$ cat src/pkg/acs_pkg.sv
// Contract
// - one-shot converts selected input once, then interrupts
// - internal trigger: writing start bit begins run
// - conversion ends after 57 cycles; result stored
// - one-shot flag set with result write
// - internal trigger: completion clears start, halts
// - external trigger: falling pin edge with start set
// - external trigger: completion keeps start bit set
// - external falling edge mid-run aborts and restarts
// - repeat mode loops, never raises interrupt
// - repeat keeps start set; software clears it
// - repeat overwrites result after every conversion
// - sweep converts selected inputs ascending from zero
// - sweep stores each result when converted
// - sweep raises flag after last input
// - eight result registers, input n to n
// - sweep select chooses inputs; rest stay ports
// - flag cleared on acceptance; software writes it
// - midscale start, msb first, keep on below
package acs_pkg;

    // ************************************************************
    // register map
    // ************************************************************
    localparam int unsigned ACS_ADDR_W     = 8;
    localparam logic [7:0]  OFS_CTRL       = 8'h00;
    localparam logic [7:0]  OFS_SWEEP      = 8'h04;
    localparam logic [7:0]  OFS_IRQ        = 8'h08;
    localparam logic [7:0]  OFS_RESULT     = 8'h20;

    // field positions
    localparam int unsigned CTRL_MODE_LSB  = 0;
    localparam int unsigned CTRL_EXT_BIT   = 2;
    localparam int unsigned CTRL_CHAN_LSB  = 3;
    localparam int unsigned CTRL_START_BIT = 6;
    localparam int unsigned IRQ_FLAG_BIT   = 0;
    localparam int unsigned IRQ_BUSY_BIT   = 1;
    localparam int unsigned IRQ_CHAN_LSB   = 2;

    // reset values
    localparam logic [1:0]  MODE_RST       = 2'h0;
    localparam logic [2:0]  CHAN_RST       = 3'h0;
    localparam logic [1:0]  SWEEP_RST      = 2'h0;
    localparam logic [7:0]  SAR_MIDSCALE   = 8'h80;
    localparam logic [7:0]  RESULT_RST     = 8'h00;

    // conversion timing in converter clock cycles
    localparam int unsigned CONV_CYCLES    = 57;
    localparam int unsigned BIT_CYCLES     = 7;
    localparam logic [5:0]  CONV_LAST      = 6'(CONV_CYCLES - 1);
    localparam logic [2:0]  BIT_LAST       = 3'(BIT_CYCLES - 1);

    localparam logic [1:0]  RESP_OKAY      = 2'h0;
    localparam logic [1:0]  RESP_SLVERR    = 2'h2;

    typedef enum logic [1:0] {
        MODE_ONESHOT = 2'b00,
        MODE_REPEAT  = 2'b01,
        MODE_SWEEP   = 2'b10,
        MODE_SPARE   = 2'b11
    } acs_mode_t;

    typedef enum logic {
        ST_IDLE = 1'b0,
        ST_CONV = 1'b1
    } acs_state_t;

endpackage

$ cat src/pkg/acs_sar_if.sv
`timescale 1ns/1ps
`default_nettype none
// control path between the sequencer and the approximation engine
interface acs_sar_if;
    logic       start;
    logic       abort;
    logic       comp;
    logic       busy;
    logic       done;
    logic [7:0] result;
    logic [7:0] dac;
    modport ctl (output start, abort, comp, input busy, done, result, dac);
    modport sar (input start, abort, comp, output busy, done, result, dac);
endinterface
`default_nettype wire

$ cat src/acs_top.sv
// Decided for this implementation: the AXI4-Lite register port and the placing of the registers.
`timescale 1ns/1ps
`default_nettype none
module acs_top
    import acs_pkg::*;
(
    input  wire logic                  REF_CLK_IN,
    input  wire logic                  RESET_N_IN,
    input  wire logic [ACS_ADDR_W-1:0] S_AXI_AWADDR_IN,
    input  wire logic                  S_AXI_AWVALID_IN,
    output logic                       S_AXI_AWREADY_OUT,
    input  wire logic [31:0]           S_AXI_WDATA_IN,
    input  wire logic [3:0]            S_AXI_WSTRB_IN,
    input  wire logic                  S_AXI_WVALID_IN,
    output logic                       S_AXI_WREADY_OUT,
    output logic [1:0]                 S_AXI_BRESP_OUT,
    output logic                       S_AXI_BVALID_OUT,
    input  wire logic                  S_AXI_BREADY_IN,
    input  wire logic [ACS_ADDR_W-1:0] S_AXI_ARADDR_IN,
    input  wire logic                  S_AXI_ARVALID_IN,
    output logic                       S_AXI_ARREADY_OUT,
    output logic [31:0]                S_AXI_RDATA_OUT,
    output logic [1:0]                 S_AXI_RRESP_OUT,
    output logic                       S_AXI_RVALID_OUT,
    input  wire logic                  S_AXI_RREADY_IN,
    input  wire logic                  EXT_CONV_TRIGGER_PIN_IN,
    input  wire logic                  COMP_ABOVE_IN,
    input  wire logic                  INT_ACK_IN,
    output logic                       CONV_IRQ_OUT,
    output logic                       BUSY_OUT,
    output logic [2:0]                 ANALOG_INPUT_N_OUT,
    output logic [7:0]                 ANALOG_EN_OUT,
    output logic [7:0]                 DAC_CODE_OUT
);
    // register decode helpers
    function automatic logic hit(input logic [ACS_ADDR_W-1:0] a,
                                 input logic [7:0] ofs);
        hit = a[7:2] == ofs[7:2];
    endfunction

    function automatic logic is_result(input logic [ACS_ADDR_W-1:0] a);
        is_result = a[7:5] == OFS_RESULT[7:5];
    endfunction

    function automatic logic mapped(input logic [ACS_ADDR_W-1:0] a);
        mapped = hit(a, OFS_CTRL) || hit(a, OFS_SWEEP) ||
                 hit(a, OFS_IRQ) || is_result(a);
    endfunction

    // last input of a sweep: 1, 3, 5 or 7
    function automatic logic [2:0] sweep_last(input logic [1:0] s);
        sweep_last = {s, 1'b1};
    endfunction

    acs_sar_if sar_if ();

    acs_sar u_sar (
        .clk_in   (REF_CLK_IN),
        .rst_n_in (RESET_N_IN),
        .sar      (sar_if.sar)
    );

    logic                  aw_held_ff, nxt_aw_held;
    logic [ACS_ADDR_W-1:0] aw_addr_ff, nxt_aw_addr;
    logic                  w_held_ff,  nxt_w_held;
    logic [31:0]           w_data_ff,  nxt_w_data;
    logic [3:0]            w_strb_ff,  nxt_w_strb;
    logic                  bvalid_ff,  nxt_bvalid;
    logic [1:0]            bresp_ff,   nxt_bresp;
    logic                  rvalid_ff,  nxt_rvalid;
    logic [31:0]           rdata_ff,   nxt_rdata;
    logic [1:0]            rresp_ff,   nxt_rresp;
    logic                  do_wr, ctrl_wr, sweep_wr, irq_wr;

    logic                  trig_s1_ff, trig_s2_ff, trig_s3_ff;
    logic                  comp_s1_ff, comp_s2_ff;
    logic                  trig_fall;

    acs_state_t            state_ff,   nxt_state;
    acs_mode_t             mode_ff,    nxt_mode;
    logic                  ext_ff,     nxt_ext;
    logic [2:0]            sel_ff,     nxt_sel;
    logic                  start_ff,   nxt_start;
    logic [1:0]            sweep_ff,   nxt_sweep;
    logic                  irq_ff,     nxt_irq;
    logic [2:0]            chan_ff,    nxt_chan;
    logic [7:0]            en_ff,      nxt_en;
    logic                  trig, finish, res_we, go, stop;
    logic                  is_sweep,   is_repeat;
    logic                  eff_ext,    eff_sweep;
    logic [2:0]            eff_sel;
    logic [7:0]            result_mem [8];

    // ************************************************************
    // axi4-lite slave
    // ************************************************************
    assign S_AXI_AWREADY_OUT = !aw_held_ff && !bvalid_ff;
    assign S_AXI_WREADY_OUT  = !w_held_ff && !bvalid_ff;
    assign S_AXI_ARREADY_OUT = !rvalid_ff;
    assign do_wr    = aw_held_ff && w_held_ff && !bvalid_ff;
    assign ctrl_wr  = do_wr && hit(aw_addr_ff, OFS_CTRL) && w_strb_ff[0];
    assign sweep_wr = do_wr && hit(aw_addr_ff, OFS_SWEEP) && w_strb_ff[0];
    assign irq_wr   = do_wr && hit(aw_addr_ff, OFS_IRQ) && w_strb_ff[0];

    // address and data are latched separately, in either order
    always_comb begin
        nxt_aw_held = aw_held_ff;
        nxt_aw_addr = aw_addr_ff;
        nxt_w_held  = w_held_ff;
        nxt_w_data  = w_data_ff;
        nxt_w_strb  = w_strb_ff;
        nxt_bvalid  = bvalid_ff;
        nxt_bresp   = bresp_ff;
        nxt_rvalid  = rvalid_ff;
        nxt_rdata   = rdata_ff;
        nxt_rresp   = rresp_ff;
        if (S_AXI_AWVALID_IN && S_AXI_AWREADY_OUT) begin
            nxt_aw_held = 1'b1;
            nxt_aw_addr = S_AXI_AWADDR_IN;
        end
        if (S_AXI_WVALID_IN && S_AXI_WREADY_OUT) begin
            nxt_w_held = 1'b1;
            nxt_w_data = S_AXI_WDATA_IN;
            nxt_w_strb = S_AXI_WSTRB_IN;
        end
        if (do_wr) begin
            nxt_aw_held = 1'b0;
            nxt_w_held  = 1'b0;
            nxt_bvalid  = 1'b1;
            nxt_bresp   = mapped(aw_addr_ff) ? RESP_OKAY : RESP_SLVERR;
        end else if (bvalid_ff && S_AXI_BREADY_IN) begin
            nxt_bvalid = 1'b0;
        end
        if (S_AXI_ARVALID_IN && S_AXI_ARREADY_OUT) begin
            nxt_rvalid = 1'b1;
            nxt_rresp  = mapped(S_AXI_ARADDR_IN) ? RESP_OKAY : RESP_SLVERR;
            nxt_rdata  = 32'h0;
            if (hit(S_AXI_ARADDR_IN, OFS_CTRL)) begin
                nxt_rdata[CTRL_MODE_LSB +: 2] = mode_ff;
                nxt_rdata[CTRL_EXT_BIT]       = ext_ff;
                nxt_rdata[CTRL_CHAN_LSB +: 3] = sel_ff;
                nxt_rdata[CTRL_START_BIT]     = start_ff;
            end else if (hit(S_AXI_ARADDR_IN, OFS_SWEEP)) begin
                nxt_rdata[1:0] = sweep_ff;
            end else if (hit(S_AXI_ARADDR_IN, OFS_IRQ)) begin
                nxt_rdata[IRQ_FLAG_BIT]      = irq_ff;
                nxt_rdata[IRQ_BUSY_BIT]      = state_ff == ST_CONV;
                nxt_rdata[IRQ_CHAN_LSB +: 3] = chan_ff;
            end else if (is_result(S_AXI_ARADDR_IN)) begin
                nxt_rdata[7:0] = result_mem[S_AXI_ARADDR_IN[4:2]];
            end
        end else if (rvalid_ff && S_AXI_RREADY_IN) begin
            nxt_rvalid = 1'b0;
        end
    end

    always_ff @(posedge REF_CLK_IN or negedge RESET_N_IN) begin
        if (!RESET_N_IN) begin
            aw_held_ff <= 1'b0;
            aw_addr_ff <= '0;
            w_held_ff  <= 1'b0;
            w_data_ff  <= 32'h0;
            w_strb_ff  <= 4'h0;
            bvalid_ff  <= 1'b0;
            bresp_ff   <= RESP_OKAY;
            rvalid_ff  <= 1'b0;
            rdata_ff   <= 32'h0;
            rresp_ff   <= RESP_OKAY;
        end else begin
            aw_held_ff <= nxt_aw_held;
            aw_addr_ff <= nxt_aw_addr;
            w_held_ff  <= nxt_w_held;
            w_data_ff  <= nxt_w_data;
            w_strb_ff  <= nxt_w_strb;
            bvalid_ff  <= nxt_bvalid;
            bresp_ff   <= nxt_bresp;
            rvalid_ff  <= nxt_rvalid;
            rdata_ff   <= nxt_rdata;
            rresp_ff   <= nxt_rresp;
        end
    end

    assign S_AXI_BVALID_OUT = bvalid_ff;
    assign S_AXI_BRESP_OUT  = bresp_ff;
    assign S_AXI_RVALID_OUT = rvalid_ff;
    assign S_AXI_RDATA_OUT  = rdata_ff;
    assign S_AXI_RRESP_OUT  = rresp_ff;

    // ************************************************************
    // pin synchronisers
    // ************************************************************
    // trigger idles high so reset never fakes a falling edge
    always_ff @(posedge REF_CLK_IN or negedge RESET_N_IN) begin
        if (!RESET_N_IN) begin
            trig_s1_ff <= 1'b1;
            trig_s2_ff <= 1'b1;
            trig_s3_ff <= 1'b1;
            comp_s1_ff <= 1'b0;
            comp_s2_ff <= 1'b0;
        end else begin
            trig_s1_ff <= EXT_CONV_TRIGGER_PIN_IN;
            trig_s2_ff <= trig_s1_ff;
            trig_s3_ff <= trig_s2_ff;
            comp_s1_ff <= COMP_ABOVE_IN;
            comp_s2_ff <= comp_s1_ff;
        end
    end

    assign trig_fall    = trig_s3_ff && !trig_s2_ff;
    assign sar_if.comp  = comp_s2_ff;
    assign sar_if.start = go;
    assign sar_if.abort = stop;

    // ************************************************************
    // run sequencer
    // ************************************************************
    assign is_sweep  = mode_ff == MODE_SWEEP;
    assign is_repeat = mode_ff == MODE_REPEAT;

    // a start write may switch source, mode and input in one go
    assign eff_ext   = ctrl_wr ? w_data_ff[CTRL_EXT_BIT] : ext_ff;
    assign eff_sel   = ctrl_wr ? w_data_ff[CTRL_CHAN_LSB +: 3] : sel_ff;
    assign eff_sweep = ctrl_wr ? w_data_ff[CTRL_MODE_LSB +: 2] == MODE_SWEEP
                               : is_sweep;

    always_comb begin
        nxt_state = state_ff;
        nxt_chan  = chan_ff;
        nxt_mode  = mode_ff;
        nxt_ext   = ext_ff;
        nxt_sel   = sel_ff;
        nxt_sweep = sweep_ff;
        nxt_start = start_ff;
        nxt_irq   = irq_ff;
        go        = 1'b0;
        stop      = 1'b0;
        res_we    = 1'b0;
        finish    = 1'b0;
        // an edge mid-run restarts; a second start write is ignored
        if (eff_ext) begin
            trig = trig_fall && start_ff;
        end else begin
            trig = ctrl_wr && w_data_ff[CTRL_START_BIT] &&
                   state_ff == ST_IDLE;
        end
        if (trig) begin
            go        = 1'b1;
            nxt_state = ST_CONV;
            nxt_chan  = eff_sweep ? 3'h0 : eff_sel;
        end else if (state_ff == ST_CONV && !start_ff) begin
            stop      = 1'b1;
            nxt_state = ST_IDLE;
        end else if (state_ff == ST_CONV && sar_if.done) begin
            res_we = 1'b1;
            if (is_repeat) begin
                go = 1'b1;
            end else if (is_sweep && chan_ff != sweep_last(sweep_ff)) begin
                go       = 1'b1;
                nxt_chan = chan_ff + 3'h1;
            end else begin
                finish    = 1'b1;
                nxt_state = ST_IDLE;
            end
        end
        // software write beats the hardware clear of start
        if (finish && !ext_ff) begin
            nxt_start = 1'b0;
        end
        if (ctrl_wr) begin
            nxt_mode  = acs_mode_t'(w_data_ff[CTRL_MODE_LSB +: 2]);
            nxt_ext   = w_data_ff[CTRL_EXT_BIT];
            nxt_sel   = w_data_ff[CTRL_CHAN_LSB +: 3];
            nxt_start = w_data_ff[CTRL_START_BIT];
        end
        if (sweep_wr) begin
            nxt_sweep = w_data_ff[1:0];
        end
        // hardware set beats acceptance and software clear
        if (irq_wr) begin
            nxt_irq = w_data_ff[IRQ_FLAG_BIT];
        end else if (INT_ACK_IN) begin
            nxt_irq = 1'b0;
        end
        if (finish) begin
            nxt_irq = 1'b1;
        end
        // unselected sweep inputs stay port pins
        nxt_en = is_sweep ? 8'((9'h4 << sweep_ff[1:0] * 2) - 9'h1)
                          : 8'(8'h1 << sel_ff);
    end

    always_ff @(posedge REF_CLK_IN or negedge RESET_N_IN) begin
        if (!RESET_N_IN) begin
            state_ff <= ST_IDLE;
            chan_ff  <= CHAN_RST;
            mode_ff  <= MODE_ONESHOT;
            ext_ff   <= 1'b0;
            sel_ff   <= CHAN_RST;
            sweep_ff <= SWEEP_RST;
            start_ff <= 1'b0;
            irq_ff   <= 1'b0;
            en_ff    <= 8'h0;
        end else begin
            state_ff <= nxt_state;
            chan_ff  <= nxt_chan;
            mode_ff  <= nxt_mode;
            ext_ff   <= nxt_ext;
            sel_ff   <= nxt_sel;
            sweep_ff <= nxt_sweep;
            start_ff <= nxt_start;
            irq_ff   <= nxt_irq;
            en_ff    <= nxt_en;
        end
    end

    // result n always lands in slot n
    always_ff @(posedge REF_CLK_IN or negedge RESET_N_IN) begin
        if (!RESET_N_IN) begin
            for (int i = 0; i < 8; i++) begin
                result_mem[i] <= RESULT_RST;
            end
        end else if (res_we) begin
            result_mem[chan_ff] <= sar_if.result;
        end
    end

    assign CONV_IRQ_OUT       = irq_ff;
    assign BUSY_OUT           = state_ff == ST_CONV;
    assign ANALOG_INPUT_N_OUT = chan_ff;
    assign ANALOG_EN_OUT      = en_ff;
    assign DAC_CODE_OUT       = sar_if.dac;

    // ************************************************************
    // checks
    // ************************************************************
    chk_result_store: assert property (
        @(posedge REF_CLK_IN) disable iff (!RESET_N_IN)
        res_we |=> result_mem[$past(chan_ff)] == $past(sar_if.result))
        else $error("result not stored for converted input");

    chk_flag_with_result: assert property (
        @(posedge REF_CLK_IN) disable iff (!RESET_N_IN)
        (sar_if.done && state_ff == ST_CONV && start_ff && !trig &&
         !is_repeat && !is_sweep) |=> irq_ff && state_ff == ST_IDLE)
        else $error("one-shot end did not raise the flag");

    chk_repeat_quiet: assert property (
        @(posedge REF_CLK_IN) disable iff (!RESET_N_IN)
        (is_repeat && !irq_ff && !irq_wr && !ctrl_wr) |=> !irq_ff)
        else $error("repeat mode raised the flag");

    chk_int_start_clear: assert property (
        @(posedge REF_CLK_IN) disable iff (!RESET_N_IN)
        (finish && !ext_ff && !ctrl_wr) |=> !start_ff)
        else $error("start bit kept after internal run");

    chk_ext_start_keep: assert property (
        @(posedge REF_CLK_IN) disable iff (!RESET_N_IN)
        (finish && ext_ff && !ctrl_wr) |=> start_ff)
        else $error("start bit lost after external run");

    chk_ext_needs_edge: assert property (
        @(posedge REF_CLK_IN) disable iff (!RESET_N_IN)
        (state_ff == ST_IDLE && eff_ext && !trig_fall) |=>
        state_ff == ST_IDLE)
        else $error("external run began without an edge");

    // a later edge may cut this run as well, so check the fresh start
    chk_abort_restart: assert property (
        @(posedge REF_CLK_IN) disable iff (!RESET_N_IN)
        (ext_ff && start_ff && trig_fall) |=>
        sar_if.busy && state_ff == ST_CONV &&
        sar_if.dac == SAR_MIDSCALE && (!is_sweep || chan_ff == 3'h0))
        else $error("falling edge did not restart the run");

    chk_sweep_order: assert property (
        @(posedge REF_CLK_IN) disable iff (!RESET_N_IN)
        (res_we && go && is_sweep && !trig) |=>
        chan_ff == $past(chan_ff) + 3'h1)
        else $error("sweep did not step up one input");

    chk_edge_pulse: assert property (
        @(posedge REF_CLK_IN) disable iff (!RESET_N_IN)
        trig_fall |=> !trig_fall)
        else $error("trigger event longer than one cycle");
endmodule
`default_nettype wire

$ cat src/acs_sar.sv
`timescale 1ns/1ps
`default_nettype none
module acs_sar
    import acs_pkg::*;
(
    input wire logic clk_in,
    input wire logic rst_n_in,
    acs_sar_if.sar   sar
);
    logic       busy_ff,  nxt_busy;
    logic [5:0] cnt_ff,   nxt_cnt;
    logic [2:0] phase_ff, nxt_phase;
    logic [2:0] bit_ff,   nxt_bit;
    logic [7:0] sar_ff,   nxt_sar;
    logic [6:0] since_ff;

    // ************************************************************
    // approximation sequence
    // ************************************************************
    // start always wins so a restart reloads midscale at once
    always_comb begin
        nxt_busy  = busy_ff;
        nxt_cnt   = cnt_ff;
        nxt_phase = phase_ff;
        nxt_bit   = bit_ff;
        nxt_sar   = sar_ff;
        if (sar.start) begin
            nxt_busy  = 1'b1;
            nxt_cnt   = 6'h0;
            nxt_phase = 3'h0;
            nxt_bit   = 3'h7;
            nxt_sar   = SAR_MIDSCALE;
        end else if (sar.abort) begin
            nxt_busy = 1'b0;
        end else if (busy_ff) begin
            if (cnt_ff == CONV_LAST) begin
                nxt_busy = 1'b0;
            end else begin
                nxt_cnt = cnt_ff + 6'h1;
            end
            // comparator settles for a full bit period before use
            if (phase_ff == BIT_LAST && cnt_ff != CONV_LAST) begin
                nxt_phase       = 3'h0;
                nxt_sar[bit_ff] = sar.comp;
                if (bit_ff != 3'h0) begin
                    nxt_sar[bit_ff - 3'h1] = 1'b1;
                    nxt_bit = bit_ff - 3'h1;
                end
            end else begin
                nxt_phase = phase_ff + 3'h1;
            end
        end
    end

    always_ff @(posedge clk_in or negedge rst_n_in) begin
        if (!rst_n_in) begin
            busy_ff  <= 1'b0;
            cnt_ff   <= 6'h0;
            phase_ff <= 3'h0;
            bit_ff   <= 3'h7;
            sar_ff   <= SAR_MIDSCALE;
        end else begin
            busy_ff  <= nxt_busy;
            cnt_ff   <= nxt_cnt;
            phase_ff <= nxt_phase;
            bit_ff   <= nxt_bit;
            sar_ff   <= nxt_sar;
        end
    end

    assign sar.busy   = busy_ff;
    assign sar.done   = busy_ff && cnt_ff == CONV_LAST;
    assign sar.result = sar_ff;
    assign sar.dac    = sar_ff;

    // ************************************************************
    // checks
    // ************************************************************
    // independent cycle count since the last start
    always_ff @(posedge clk_in or negedge rst_n_in) begin
        if (!rst_n_in) begin
            since_ff <= 7'h0;
        end else if (sar.start) begin
            since_ff <= 7'h0;
        end else if (since_ff != 7'h7f) begin
            since_ff <= since_ff + 7'h1;
        end
    end

    chk_done_at_57: assert property (
        @(posedge clk_in) disable iff (!rst_n_in)
        sar.done |-> since_ff == 7'd56)
        else $error("conversion did not end at cycle 57");

    // an abort or restart inside the first bit period is legal
    chk_sar_midscale: assert property (
        @(posedge clk_in) disable iff (!rst_n_in)
        sar.start |=> sar_ff == 8'h80 ##7
        (sar_ff[6] || !busy_ff || since_ff != 7'd7))
        else $error("approximation did not start at midscale");
endmodule
`default_nettype wire

$ cat config.mk
export PLATFORM = sky130hd
export DESIGN_NAME = acs_top
export DESIGN_NICKNAME = d
export VERILOG_FILES = /design/src/pkg/acs_pkg.sv /design/src/pkg/acs_sar_if.sv /design/src/acs_top.sv /design/src/acs_sar.sv
export SDC_FILE = /design/constraint.sdc
export NUM_CORES = 1
export LEC_CHECK = 0
export BUFFER_PORTS_ARGS = -buffer_cell sky130_fd_sc_hd__buf_2
export CAP_MARGIN = 20
export CORE_UTILIZATION = 55
export CTS_BUF_LIST = sky130_fd_sc_hd__clkbuf_8 sky130_fd_sc_hd__clkbuf_16
export CTS_CLUSTER_SIZE = 20
export DETAILED_ROUTE_END_ITERATION = 6
export MAX_ROUTING_LAYER = met4
export PLACE_DENSITY = 0.78
export SETUP_SLACK_MARGIN = 0.2
export SYNTH_ARGS = -nofsm -noshare
export SYNTH_HDL_FRONTEND = slang
export SYNTH_HIERARCHICAL = 1
export SYNTH_SLANG_ARGS = --single-unit
$ cat constraint.sdc
create_clock -name REF_CLK_IN -period 5.43 [get_ports REF_CLK_IN]
set_input_delay 0.2715 -clock REF_CLK_IN [delete_from_list [all_inputs] [get_ports REF_CLK_IN]]
set_output_delay 0.2715 -clock REF_CLK_IN [all_outputs]
set_load 0.02 [all_outputs]
==> reports/metrics.csv <==
stage,metric,value,unit
outcome,status,completed,
place,place_congestion,0.928,
clock_network,cts_tree,built,
sta,final.setup.worst_slack,2.05,ns
logic_synthesis,syn_inst,617,
clock_network,cts_buffers,17,
logic_synthesis,avgSynthCellArea,11.9,sq um
grt,antenna_found_initial,0,
sta,hold_viol_final,0,
logic_synthesis,ys.flop_type,dfrtp_1,
drt,drc,0,
logic_synthesis,synth.most_common_cell,dfrtp_1,
sta,max_freq,295,MHz
clock_network,cts_buffer_depth,2,
worst_setup_path,worstSetupPathType,flop to flop,
final_layout,stdcell_area,0.00824,sq mm
grt,grt_start_max_net_pins,79,
worst_setup_path,crit_top_cell,buf_4,
sta,rsz0062_at_grt,false,
drt,ant_nets,0,
job,cap_violations,0,
grt,grt_pass1_wl,26600,um
die,num_io_pins,124,
clock_network,post_cts_buffers,0,
logic_synthesis,yosysTopAreaCellShare,0.454,
logic_synthesis,synth-seq-cells,140,
clock_network,clockRootBuffer,clkbuf_16,
die,row_count,41,
drt,dr.pass1.iters,4,
die,die-area,0.0138,sq mm
worst_setup_path,crit_fanout,25,
power_and_ir_drop,power.total,3320,uW
logic_synthesis,async_reset_ff_frac,1.00,
logic_synthesis,ys_seq_area_frac,0.479,
worst_setup_path,cp-start-kind,flop,
die,die_y,117,um
worst_setup_path,critical_path.cell_chain,"or4b_4, nor4_4, buf_4, mux2_2, o21ai_1, buf_4, nor2_1, a311oi_1",
worst_setup_path,crit_family,simple AND/OR/NAND/NOR gates,
sta,tns,0,ns
final_layout,diodes,0,
grt,track_usage,0.252,
logic_synthesis,netlist_top_cells_count,"dfrtp_1, mux2_2, buf_4",
final_layout,area_delta_synth_final,12.4,%
power_and_ir_drop,p_leak,0.00387,uW
sta,timing.slew.headroom,0.475,
min_path,hp-start,S_AXI_RREADY_IN,
worst_setup_path,cp_num_buf_inv,2,
worst_setup_path,required,5.75,ns
final_layout,final_cells,856,
drt,via_per_inst,5.82,
logic_synthesis,synth_edf_count,0,
logic_synthesis,synth_area,0.00733,sq mm
die,start_util,0.572,
clock_network,cts.sinks,140,
drt,avgRoutedWirePerCell,18.2,um
worst_setup_path,critPathCaptureType,flop,
final_layout,layout-drive-gt1-share,0.336,
place,postPlaceCellArea,0.00760,sq mm
place,placed_cells,818,
sta,finalClockSkew,0.00851,ns
min_path,holdCritPathClass,input port to flop,
place,numPortBuffers,65,
clock_network,clkTransAtPathRegs,0.06,ns
place,dp_hpwl,10500,um
drt,routed-via-count,4979,
final_layout,fillCellCount,970,
clock_network,insertion_delay,0.42,ns
place,pre_cts_slack,2.06,ns
drt,wirelength,15600,um
logic_synthesis,yosys-top-cells-area,"dfrtp_1, mux2_2, mux4_2, buf_4, mux2_4",
die,die_w,117,um
sta,post-route-min-period,3.38,ns
worst_setup_path,crit_path_max_incr_delay,0.60,ns
final_layout,fin_nets,741,
logic_synthesis,ys_types,66,
worst_setup_path,critical_path_arrival,3.71,ns
die,core,0.0128,sq mm
worst_setup_path,cp_slowest_cell,nor4_4,
sta,tightest_slew,0.782,ns
power_and_ir_drop,powerDensity,403,mW/mm^2
sta,fin_crit_sh,0.623,
clock_network,htree_num_levels,4,
worst_setup_path,reg2reg_from,S_AXI_BVALID_OUT,
drt,drtIter0Drc,265,
grt,grt_pass1_vias,5244,
logic_synthesis,yosysTopAreaCell,dfrtp_1,
grt,grt-ovfl-total,0,
power_and_ir_drop,irDropWorstVdd,276,uV
logic_synthesis,ys.warnings.count,6,
sta,slew_viol_final,0,
sta,setup_viol,0,
clock_network,cts_resized,0,
worst_setup_path,critPathLaunch,S_AXI_BVALID_OUT,
placed cells by master, fill, tap and decap left out, drive strengths merged, types with 4 or more instances in the layout:
| cell type | synthesis | final |
|---|---|---|
| a311oi | 4 | 4 |
| mux2i | 24 | 24 |
| conb | 1 | 26 |
| a31oi | 4 | 4 |
| xnor2 | 5 | 5 |
| mux2 | 92 | 92 |
| mux4 | 15 | 15 |
| nor3 | 18 | 18 |
| nor2b | 10 | 10 |
| buf | 45 | 71 |
| or3 | 5 | 5 |
| nand3 | 6 | 6 |
| clkinvlp | 0 | 4 |
| nor4 | 14 | 14 |
| o21ai | 24 | 24 |
| nand2 | 29 | 29 |
| inv | 19 | 21 |
| o31ai | 6 | 6 |
| nand2b | 16 | 16 |
| a211oi | 4 | 4 |
| ha | 8 | 8 |
| clkbuf | 19 | 18 |
| o22ai | 4 | 4 |
| clkinv | 0 | 6 |
| nand4 | 4 | 4 |
| a21oi | 19 | 19 |
| dfrtp | 133 | 133 |
| nor2 | 31 | 31 |
| dfstp | 7 | 7 |
| and3 | 4 | 4 |
cell families after synthesis:
| kind of cell | synth area share |
|---|---|
| AOI/OAI and AO/OA | 0.0828 |
| other | 0.000512 |
| muxes | 0.233 |
| buffers and inverters | 0.0635 |
| and+or+nand+nor | 0.119 |
| xor gates and xnor gates | 0.00836 |
| adders and majority gates | 0.0137 |
| DFF | 0.479 |
layout make-up:
class	count	area [sq um]	share of cell area
Multi-Input combinational cell	419	3450	0.418
Sequential cell	140	3510	0.426
Inverter	19	71.3	0.00866
Tap cell	172	215	0.0261
Clock buffer	18	439	0.0533
Clock inverter	14	145	0.0176
Timing Repair Buffer	74	407	0.0494
per-layer routing:
layer	GRT usage	routed length, um
met5	-	0
met4	0.0933	290
met3	0.0482	647
met2	0.406	7700
met1	0.317	6970
power breakdown:
group / total (uW) / internal (uW) / switching [uW]
clock network: 1140 / 688 / 450
logic: 763 / 333 / 430
registers: 1420 / 1210 / 212
total: 3320 / 2230 / 1090
through the flow:
step | hold WS, ns | utilization
floorplan | -0.0241 | -
CTS | 0.0237 | 0.640
detailed placement | 0.336 | 0.592
finish | 0.0383 | 0.642
global placement | 0.332 | 0.592
global route | 0.0302 | 0.642
worst register-to-register path: cells and delay by family, from the launching register on:
kind                   cells  cell delay, ns
AND/OR/NAND/NOR            3            1.29
buffers and inverters      2            0.70
flip-flops                 1            0.42
AO/OA/AOI/OAI              2            0.43
multiplexers               1            0.45
registers in the layout, summed over array words and instances, names as in the netlist, 2 cells and up:
name / cells
u_sar/bit_ff: 3
result_mem: 64
u_sar/cnt_ff: 6
u_sar/sar.dac: 8
sweep_ff: 2
S_AXI_RDATA_OUT: 8
sel_ff: 3
w_data_ff: 7
mode_ff: 2
ANALOG_INPUT_N_OUT: 3
aw_addr_ff: 6
ANALOG_EN_OUT: 8
u_sar/phase_ff: 3
what timing repair did:
action	CTS	global route
endpoints found under the setup margin	0	0
hold buffers	3	0
endpoints found under the hold margin	72	0
final timing paths:
check,endpoint,slack [ns],cells after the start
worst min register to register,comp_s2_ff,0.35,0
worst min-delay path,S_AXI_RVALID_OUT,0.04,2
min in group asynchronous,sel_ff[2],0.45,2
max in group asynchronous,result_mem[20],3.72,3
worst max-delay path,u_sar/sar.dac[7],2.05,8
worst max register to register,u_sar/sar.dac[7],2.05,8
Power figures use the tool's default switching activity.
